## config.mk

```make
export PLATFORM = sky130hd
export DESIGN_NAME = cob_dispatch
export DESIGN_NICKNAME = d
export VERILOG_FILES = /design/src/core/cob_pkg.sv /design/src/core/skid_buffer.sv /design/src/core/cob_dispatch.sv
export SDC_FILE = /design/constraint.sdc
export NUM_CORES = 1
export LEC_CHECK = 0
export BUFFER_PORTS_ARGS = -buffer_cell sky130_fd_sc_hd__buf_2
export CORE_UTILIZATION = 45
export DETAILED_ROUTE_END_ITERATION = 7
export HOLD_SLACK_MARGIN = 0.02
export PLACE_DENSITY_LB_ADDON = 0.3
export SYNTH_ARGS = -nofsm -noshare
export SYNTH_HDL_FRONTEND = slang
export SYNTH_SLANG_ARGS = --single-unit
```

## constraint.sdc

```tcl
create_clock -name clk -period 7.8 [get_ports clk]
set_input_delay 0.39 -clock clk [delete_from_list [all_inputs] [get_ports clk]]
set_output_delay 0.39 -clock clk [all_outputs]
set_load 0.1 [all_outputs]
```

## src/core/cob_pkg.sv

```systemverilog
// constants for the object identifier dispatch block
package cob_pkg;
    localparam int ID_W        = 11;
    localparam int FUNC_MSB    = 10;
    localparam int FUNC_LSB    = 7;
    localparam int NODE_W      = 7;
    localparam logic [3:0] FC_NMT   = 4'h0;
    localparam logic [3:0] FC_SYNC  = 4'h1;
    localparam logic [3:0] FC_TPDO1 = 4'h3;
    localparam logic [3:0] FC_RPDO1 = 4'h4;
    localparam logic [3:0] FC_TPDO2 = 4'h5;
    localparam logic [3:0] FC_RPDO2 = 4'h6;
    localparam logic [3:0] FC_TPDO3 = 4'h7;
    localparam logic [3:0] FC_RPDO3 = 4'h8;
    localparam logic [3:0] FC_TPDO4 = 4'h9;
    localparam logic [3:0] FC_RPDO4 = 4'hA;
    localparam logic [3:0] FC_TSDO  = 4'hB;
    localparam logic [3:0] FC_RSDO  = 4'hC;
    localparam logic [3:0] FC_ERR   = 4'hE;
    localparam logic [7:0] NMT_RUN      = 8'h01;
    localparam logic [7:0] NMT_STOP     = 8'h02;
    localparam logic [7:0] NMT_PRERUN   = 8'h80;
    localparam logic [7:0] NMT_RST_NODE = 8'h81;
    localparam logic [7:0] NMT_RST_COMM = 8'h82;
    localparam logic [7:0] NODE_ALL     = 8'h00;
    localparam logic [6:0] NODE_RESET   = 7'h01;
    localparam logic [2:0] RATE_RESET   = 3'h6;
    typedef enum logic [3:0] {
        OBJ_NONE, OBJ_NMT, OBJ_SYNC, OBJ_RPDO1, OBJ_RPDO2, OBJ_RPDO3, OBJ_RPDO4, OBJ_RSDO,
        OBJ_ERRC
    } rx_obj_t;
    typedef enum logic [2:0] {
        TX_EMCY, TX_TPDO1, TX_TPDO2, TX_TPDO3, TX_TPDO4, TX_TSDO, TX_ERRC
    } tx_obj_t;
    typedef enum logic [1:0] {
        NMT_INIT, NMT_PREOP, NMT_OPER, NMT_STOPPED
    } nmt_state_t;
endpackage

```

## src/core/skid_buffer.sv

```systemverilog
// two-entry buffer carrying transmit identifiers to the controller
`timescale 1ns/1ps
module skid_buffer #(
    parameter int WIDTH = 11
) (
    input  wire logic             clk,
    input  wire logic             reset,
    input  wire logic             in_valid,
    output logic                  in_ready,
    input  wire logic [WIDTH-1:0] in_data,
    output logic                  out_valid,
    input  wire logic             out_ready,
    output logic      [WIDTH-1:0] out_data
);
    logic [WIDTH-1:0] mem_reg [2];
    logic [WIDTH-1:0] mem_next [2];
    logic             wptr_reg, wptr_next, rptr_reg, rptr_next;
    logic [1:0]       cnt_reg, cnt_next;
    logic             push, pop;
    logic             in_ready_reg, in_ready_next;
    logic             out_valid_reg, out_valid_next;
    logic [WIDTH-1:0] out_data_reg, out_data_next;

    always_comb begin
        push      = in_valid && in_ready_reg;
        pop       = out_valid_reg && out_ready;
        mem_next  = mem_reg;
        wptr_next = wptr_reg;
        rptr_next = rptr_reg;
        if (push) begin
            mem_next[wptr_reg] = in_data;
            wptr_next          = ~wptr_reg;
        end
        if (pop) begin
            rptr_next = ~rptr_reg;
        end
        cnt_next = cnt_reg + {1'b0, push} - {1'b0, pop};
        in_ready_next  = (cnt_next != 2'h2);
        out_valid_next = (cnt_next != 2'h0);
        // head word registered so the port comes straight from a flop
        out_data_next  = mem_next[rptr_next];
    end

    always_ff @(posedge clk) begin
        if (reset) begin
            wptr_reg <= 1'b0;
            rptr_reg <= 1'b0;
            cnt_reg  <= 2'h0;
            in_ready_reg  <= 1'b1;
            out_valid_reg <= 1'b0;
        end else begin
            wptr_reg <= wptr_next;
            rptr_reg <= rptr_next;
            cnt_reg  <= cnt_next;
            in_ready_reg  <= in_ready_next;
            out_valid_reg <= out_valid_next;
        end
        mem_reg      <= mem_next;
        out_data_reg <= out_data_next;
    end

    assign in_ready  = in_ready_reg;
    assign out_valid = out_valid_reg;
    assign out_data  = out_data_reg;

    a_no_overflow: assert property (@(posedge clk) disable iff (reset)
        cnt_reg == 2'h2 && !out_ready |=> cnt_reg == 2'h2 && out_data == $past(out_data))
        else $error("full buffer lost or changed its head word");
endmodule

```

## src/core/cob_dispatch.sv

```systemverilog
// identifier compose and decode for the servo network slave interface
`timescale 1ns/1ps
// Overview of operation
// - every object travels as an 11-bit frame identifier setting priority and object
// - bits 10..7 hold function code, bits 6..0 hold the node address
// - only standard frames are accepted; extended frames are dropped
// - default identifiers are base per object plus node address; NMT and SYNC use node 0
// - identifiers readable via SDO; writes change only the base part
// - bit rate selectable among eight rates, default 1 Mbit/s
// - transmit PDOs sent on timer event or on received SYNC per configuration
// - NMT, SDO, PDO and SYNC services are handled
// - NMT first byte decoded: run, stop, pre-run, reset node, reset comm
// - NMT acted on when second byte is own node or zero
module cob_dispatch #(
    parameter int NUM_PDO = 4
) (
    input  wire logic                  clk,
    input  wire logic                  reset,
    input  wire logic [6:0]            node_id,
    input  wire logic [2:0]            rate_sel,
    input  wire logic                  rx_valid,
    input  wire logic [10:0]           rx_id,
    input  wire logic                  rx_ext,
    input  wire logic [7:0]            rx_byte0,
    input  wire logic [7:0]            rx_byte1,
    output logic                       rx_hit,
    output cob_pkg::rx_obj_t           rx_obj,
    output logic [NUM_PDO-1:0]         rx_pdo_mask,
    output cob_pkg::nmt_state_t        nmt_state,
    output logic                       reset_node,
    output logic                       reset_comm,
    output logic [2:0]                 rate_act,
    input  wire logic                  cfg_wr,
    input  wire logic [3:0]            cfg_sel,
    input  wire logic [3:0]            cfg_func,
    output logic [10:0]                cfg_rd_id,
    input  wire logic [NUM_PDO-1:0]    tpdo_sync_mode,
    input  wire logic [NUM_PDO-1:0]    tpdo_timer_evt,
    input  wire logic                  tx_req,
    input  wire cob_pkg::tx_obj_t      tx_obj,
    output logic                       tx_ready,
    output logic                       tx_valid,
    input  wire logic                  tx_accept,
    output logic [10:0]                tx_id
);
    function automatic logic [10:0] make_id(input logic [3:0] fc, input logic [6:0] nd);
        make_id = {fc, nd};
    endfunction

    // per object function code table, index by rx/tx object, writable base part
    logic [3:0] fc_reg [16];
    logic [3:0] fc_next [16];
    logic [10:0] rd_reg, rd_next;
    cob_pkg::rx_obj_t rx_obj_reg, rx_obj_next;
    logic rx_hit_reg, rx_hit_next;
    logic [NUM_PDO-1:0] mask_reg, mask_next;
    cob_pkg::nmt_state_t st_reg, st_next;
    logic rn_reg, rn_next, rc_reg, rc_next;
    logic [2:0] rate_reg, rate_next;
    logic sync_seen;
    logic [NUM_PDO-1:0] pend_reg, pend_next;
    logic [1:0] pidx;
    logic buf_in_valid, buf_in_ready;
    logic [10:0] buf_in_data;
    logic [3:0] rfc;
    logic [6:0] rnd;
    logic own, pdo_ok, sdo_ok;

    always_comb begin
        rfc    = rx_id[cob_pkg::FUNC_MSB:cob_pkg::FUNC_LSB];
        rnd    = rx_id[cob_pkg::NODE_W-1:0];
        own    = (rnd == node_id);
        pdo_ok = (st_reg == cob_pkg::NMT_OPER);
        sdo_ok = (st_reg == cob_pkg::NMT_OPER) || (st_reg == cob_pkg::NMT_PREOP);
        rx_obj_next = cob_pkg::OBJ_NONE;
        if (rx_valid && !rx_ext) begin
            if (rx_id == make_id(fc_reg[0], 7'h00))
                rx_obj_next = cob_pkg::OBJ_NMT;
            else if (rx_id == make_id(fc_reg[1], 7'h00) && sdo_ok)
                rx_obj_next = cob_pkg::OBJ_SYNC;
            else if (own && rfc == fc_reg[2] && pdo_ok)
                rx_obj_next = cob_pkg::OBJ_RPDO1;
            else if (own && rfc == fc_reg[3] && pdo_ok)
                rx_obj_next = cob_pkg::OBJ_RPDO2;
            else if (own && rfc == fc_reg[4] && pdo_ok)
                rx_obj_next = cob_pkg::OBJ_RPDO3;
            else if (own && rfc == fc_reg[5] && pdo_ok)
                rx_obj_next = cob_pkg::OBJ_RPDO4;
            else if (own && rfc == fc_reg[6] && sdo_ok)
                rx_obj_next = cob_pkg::OBJ_RSDO;
            else if (own && rfc == fc_reg[7])
                rx_obj_next = cob_pkg::OBJ_ERRC;
        end
        rx_hit_next = (rx_obj_next != cob_pkg::OBJ_NONE);
        mask_next = '0;
        unique case (rx_obj_next)
            cob_pkg::OBJ_RPDO1: mask_next[0] = 1'b1;
            cob_pkg::OBJ_RPDO2: mask_next[1] = 1'b1;
            cob_pkg::OBJ_RPDO3: mask_next[2] = 1'b1;
            cob_pkg::OBJ_RPDO4: mask_next[3] = 1'b1;
            default: mask_next = '0;
        endcase
        sync_seen = (rx_obj_next == cob_pkg::OBJ_SYNC);
        // nmt command handling
        st_next = (st_reg == cob_pkg::NMT_INIT) ? cob_pkg::NMT_PREOP : st_reg;
        rn_next = 1'b0;
        rc_next = 1'b0;
        rate_next = rate_reg;
        if (rx_obj_next == cob_pkg::OBJ_NMT &&
            (rx_byte1 == {1'b0, node_id} || rx_byte1 == cob_pkg::NODE_ALL)) begin
            unique case (rx_byte0)
                cob_pkg::NMT_RUN:      st_next = cob_pkg::NMT_OPER;
                cob_pkg::NMT_STOP:     st_next = cob_pkg::NMT_STOPPED;
                cob_pkg::NMT_PRERUN:   st_next = cob_pkg::NMT_PREOP;
                cob_pkg::NMT_RST_NODE: begin
                    st_next = cob_pkg::NMT_INIT;
                    rn_next = 1'b1;
                end
                cob_pkg::NMT_RST_COMM: begin
                    st_next = cob_pkg::NMT_INIT;
                    rc_next = 1'b1;
                    rate_next = rate_sel;
                end
                default: st_next = st_reg;
            endcase
        end
        // sdo side writes base part only; node part own address, node 0 for entries 0 and 1
        fc_next = fc_reg;
        if (cfg_wr && cfg_sel > 4'h1)
            fc_next[cfg_sel] = cfg_func;
        rd_next = (cfg_sel < 4'h2) ? make_id(fc_reg[cfg_sel], 7'h00)
                                   : make_id(fc_reg[cfg_sel], node_id);
        // pdo trigger pending bits; a trigger landing while its bit is pushed sets it again
        pend_next = pend_reg;
        pidx = 2'h0;
        for (int i = NUM_PDO - 1; i >= 0; i--)
            if (pend_reg[i]) pidx = i[1:0];
        buf_in_valid = 1'b0;
        buf_in_data  = '0;
        if (tx_req && buf_in_ready) begin
            buf_in_valid = 1'b1;
            buf_in_data  = make_id(fc_reg[8 + int'(tx_obj)], node_id);
        end else if (|pend_reg) begin
            buf_in_valid = 1'b1;
            buf_in_data  = make_id(fc_reg[9 + int'(pidx)], node_id);
            if (buf_in_ready) pend_next[pidx] = 1'b0;
        end
        for (int i = 0; i < NUM_PDO; i++) begin
            if (pdo_ok && (tpdo_sync_mode[i] ? sync_seen : tpdo_timer_evt[i]))
                pend_next[i] = 1'b1;
        end
        if (!pdo_ok) pend_next = '0;
    end

    always_ff @(posedge clk) begin
        if (reset) begin
            fc_reg[0]  <= cob_pkg::FC_NMT;
            fc_reg[1]  <= cob_pkg::FC_SYNC;
            fc_reg[2]  <= cob_pkg::FC_RPDO1;
            fc_reg[3]  <= cob_pkg::FC_RPDO2;
            fc_reg[4]  <= cob_pkg::FC_RPDO3;
            fc_reg[5]  <= cob_pkg::FC_RPDO4;
            fc_reg[6]  <= cob_pkg::FC_RSDO;
            fc_reg[7]  <= cob_pkg::FC_ERR;
            fc_reg[8]  <= cob_pkg::FC_SYNC;
            fc_reg[9]  <= cob_pkg::FC_TPDO1;
            fc_reg[10] <= cob_pkg::FC_TPDO2;
            fc_reg[11] <= cob_pkg::FC_TPDO3;
            fc_reg[12] <= cob_pkg::FC_TPDO4;
            fc_reg[13] <= cob_pkg::FC_TSDO;
            fc_reg[14] <= cob_pkg::FC_ERR;
            fc_reg[15] <= cob_pkg::FC_NMT;
            rd_reg     <= '0;
            rx_obj_reg <= cob_pkg::OBJ_NONE;
            rx_hit_reg <= 1'b0;
            mask_reg   <= '0;
            st_reg     <= cob_pkg::NMT_INIT;
            rn_reg     <= 1'b0;
            rc_reg     <= 1'b0;
            rate_reg   <= cob_pkg::RATE_RESET;
            pend_reg   <= '0;
        end else begin
            fc_reg     <= fc_next;
            rd_reg     <= rd_next;
            rx_obj_reg <= rx_obj_next;
            rx_hit_reg <= rx_hit_next;
            mask_reg   <= mask_next;
            st_reg     <= st_next;
            rn_reg     <= rn_next;
            rc_reg     <= rc_next;
            rate_reg   <= rate_next;
            pend_reg   <= pend_next;
        end
    end

    skid_buffer #(.WIDTH(cob_pkg::ID_W)) u_txbuf (
        .clk       (clk),
        .reset     (reset),
        .in_valid  (buf_in_valid),
        .in_ready  (buf_in_ready),
        .in_data   (buf_in_data),
        .out_valid (tx_valid),
        .out_ready (tx_accept),
        .out_data  (tx_id)
    );

    assign tx_ready    = buf_in_ready;
    assign rx_hit      = rx_hit_reg;
    assign rx_obj      = rx_obj_reg;
    assign rx_pdo_mask = mask_reg;
    assign nmt_state   = st_reg;
    assign reset_node  = rn_reg;
    assign reset_comm  = rc_reg;
    assign rate_act    = rate_reg;
    assign cfg_rd_id   = rd_reg;

    a_ext_dropped: assert property (@(posedge clk) disable iff (reset)
        rx_valid && rx_ext |=> !rx_hit) else $error("extended frame was accepted");
    a_foreign_ignored: assert property (@(posedge clk) disable iff (reset)
        rx_valid && rx_id[10:7] != 4'h0 && rx_id[10:7] != 4'h1 && rx_id[6:0] != node_id
        |=> !rx_hit) else $error("foreign node frame was accepted");
    a_nmt_run: assert property (@(posedge clk) disable iff (reset)
        rx_valid && !rx_ext && rx_id == 11'h000 && rx_byte0 == 8'h01 && rx_byte1 == 8'h00
        |=> nmt_state == cob_pkg::NMT_OPER) else $error("broadcast run not taken");
    a_nmt_stop: assert property (@(posedge clk) disable iff (reset)
        rx_obj_next == cob_pkg::OBJ_NMT && rx_byte0 == 8'h02 && rx_byte1 == {1'b0, node_id}
        |=> nmt_state == cob_pkg::NMT_STOPPED) else $error("stop not taken");
    a_pdo_needs_run: assert property (@(posedge clk) disable iff (reset)
        |rx_pdo_mask |-> $past(st_reg) == cob_pkg::NMT_OPER) else $error("pdo outside run");
    a_rpdo1_id: assert property (@(posedge clk) disable iff (reset)
        rx_pdo_mask[0] |-> $past(rx_id) == 11'h200 + {4'h0, node_id} || $past(fc_reg[2]) != 4'h4)
        else $error("rpdo1 identifier wrong");
    a_rst_pulse: assert property (@(posedge clk) disable iff (reset)
        reset_comm |=> !reset_comm ##0 nmt_state == cob_pkg::NMT_PREOP)
        else $error("reset comm pulse wrong");
    a_node_field: assert property (@(posedge clk) disable iff (reset)
        tx_valid |-> tx_id[6:0] == node_id || $past(node_id) != node_id)
        else $error("tx node field wrong");
endmodule

```

==> results_dict.tcl <==
set metrics [dict create \
    status "completed" \
    timing.final.crit_share 0.393 \
    worst_slew_pin_slew_ns 1.06 \
    instances_no_fill 909 \
    synth.avg_cell_area_um2 10.7 \
    rows 44 \
    final_area_mm2 0.00795 \
    dp_cells 877 \
    regToRegStartpoint "nmt_state[0]" \
    p_leak_nw 3.13 \
    netlist_top_cells_area "dfxtp_1 40%, mux4_2 12%, mux2i_1 9.6%" \
    layout-drive-gt1-share 0.310 \
    ctsLongestPathBuffers 2 \
    synth.most_common_cell "dfxtp_1" \
    cp_max_fo 11 \
    worst_hold_slack_ns 0.230 \
    dp_slack_ns 4.74 \
    cts_resized 0 \
    peakVddDrop_uv 174 \
    yosysTopAreaCell "dfxtp_1" \
    n_antenna_cell 0 \
    tritoncts "built" \
    fin_ws_ns 4.74 \
    viasPerCell 5.62 \
    drc 0 \
    synthArstFlopShare 0 \
    yosysTopAreaCellShare 0.401 \
    path_clk_slew_ns 0.06 \
    required_ns 8.15 \
    ys_top_cells_by_count "134 x dfxtp_1, 64 x mux2i_1, 51 x nand2_1, 51 x nor2_1, 35 x mux4_2" \
    startpoint "nmt_state[0]" \
    cts.sinks 134 \
    final_net_count 781 \
    overflow 0 \
    drtIter0Drc 414 \
    core_mm2 0.0145 \
    start_kind "register" \
    ys.flop_type "dfxtp_1" \
    yosysWarnings 0 \
    placed_area_mm2 0.00727 \
    routedWlPerCell_um 18.0 \
    syn_inst 625 \
    skew_ns 0.00996 \
    dieArea_mm2 0.0154 \
    place.gp.congestion 0.922 \
    dieHeight_um 124 \
    ys_seq_area_frac 0.401 \
    cts_made_buffers 17 \
    routed_wl_mm 16.4 \
    dp_hpwl_mm 12.1 \
    yosys_register_bits 134 \
    area_growth_pct 18.7 \
    finalCriticalPeriod_ns 3.06 \
    critPathArrivalTime_ns 3.41 \
    min_from "rate_sel[0]" \
    largest_reg_flops 64 \
    power_density_mw_per_mm2 294 \
    grt_pass1_wl_mm 26.3 \
    antenna_found_initial 0 \
    dieWidth_um 124 \
    fmax_mhz 326 \
    setup_viol 0 \
    slew_viol_final 0 \
    yosysUniqueCellTypes 61 \
    hold_viol 0 \
    path_class "reg -> reg" \
    clockRootBuffer "clkbuf_16" \
    hp-class "in -> reg" \
    synth_edf_count 0 \
    ioPinCount 103 \
    tns_ns 0 \
    crit_path_end_kind "register" \
    grt_pass1_vias 5050 \
    ant_nets 0 \
    slew_headroom 0.294 \
    htreeDepth 4 \
    track_usage 0.229 \
    drtPass1Iterations 5 \
    maxCapViolCount 0 \
    rsz0062_at_grt "no" \
    dr_total_vias 5105 \
    ctsHoldBuffers 0 \
    syn_area_mm2 0.00670 \
    clkLatencyLatePin_ns 0.43 \
    post_cts_buffers 0 \
    portBuffers 102 \
    grt_max_degree 56 \
    initial_utilization 0.461 \
    synth_fp_nets 694 \
]
==> final cells by class <==
class                           instances  area [um2]
Sequential cell                       134        2680
Clock buffer                           17         425
Tap cell                              184         230
Clock inverter                         15         251
Fill cell                            1273        6580
Multi-Input combinational cell        445        3800
Inverter                               10        37.5
Timing Repair Buffer                  104         526
==> stage by stage <==
step | power, W | util
6_report | 0.00234 | 0.547
5_1_grt | 0.00244 | 0.547
4_1_cts | 0.00236 | 0.547
3_5_place_dp | 0.00145 | 0.501
3_3_place_gp | 0.00143 | 0.501
2_1_floorplan | 0.00133 | -
==> report_power, final <==
part	switching, W	leakage (nW)	internal (W)
Combinational	0.000422	1.70	0.000186
Sequential	0.0000308	1.10	0.000789
Clock	0.000311	0.332	0.000602
Total	0.000763	3.13	0.00158
==> critical path, cell delays in order (launching register included) <==
cell and delay [ns]:
dfxtp_1 0.32, inv_1 0.09, ha_1 0.36, or3b_4 0.44
a2111oi_4 0.35, a31o_4 0.15, a211oi_2 0.05, or4_4 0.58
nor4b_4 0.42, mux2i_1 0.22
==> worst paths after layout <==
| check | endpoint | slack (ns) | depth (start not counted) |
|---|---|---|---|
| setup / recovery | rate_act[1] | 4.74 | 9 |
| hold / removal | rate_act[0] | 0.23 | 3 |
| setup reg to reg | rate_act[1] | 4.74 | 9 |
| hold reg to reg | u_txbuf.mem_reg[19] | 0.47 | 1 |
==> layer usage <==
metal / wire [um] / GRT usage
met5: 0 / 0
met1: 7160 / 0.281
met2: 7940 / 0.388
met4: 268 / 0.0938
met3: 1000 / 0.0508
==> logic make-up after synthesis <==
| logic type | share of synthesized area |
|---|---|
| fa+ha+maj | 0.0112 |
| flops | 0.401 |
| simple gates | 0.167 |
| compound gates | 0.0538 |
| mux | 0.273 |
| xor+xnor | 0.0628 |
| buf+inv | 0.0323 |
==> cells in the final DEF, fill, tap and decap left out, types with 8 or more instances in the layout <==
cell type / count
inv_1: 9
xor2_1: 25
nand2b_1: 9
nor4_1: 9
buf_2: 102
nand2_1: 51
mux4_2: 35
clkbuf_16: 17
a21oi_1: 14
nor2_1: 51
o21ai_0: 9
and2_1: 13
nand3_1: 8
nor2b_1: 13
xnor2_1: 23
dfxtp_1: 134
nor3_1: 12
mux2i_1: 64
mux2_2: 33
Note: power is estimated with default switching activity, not from simulation.
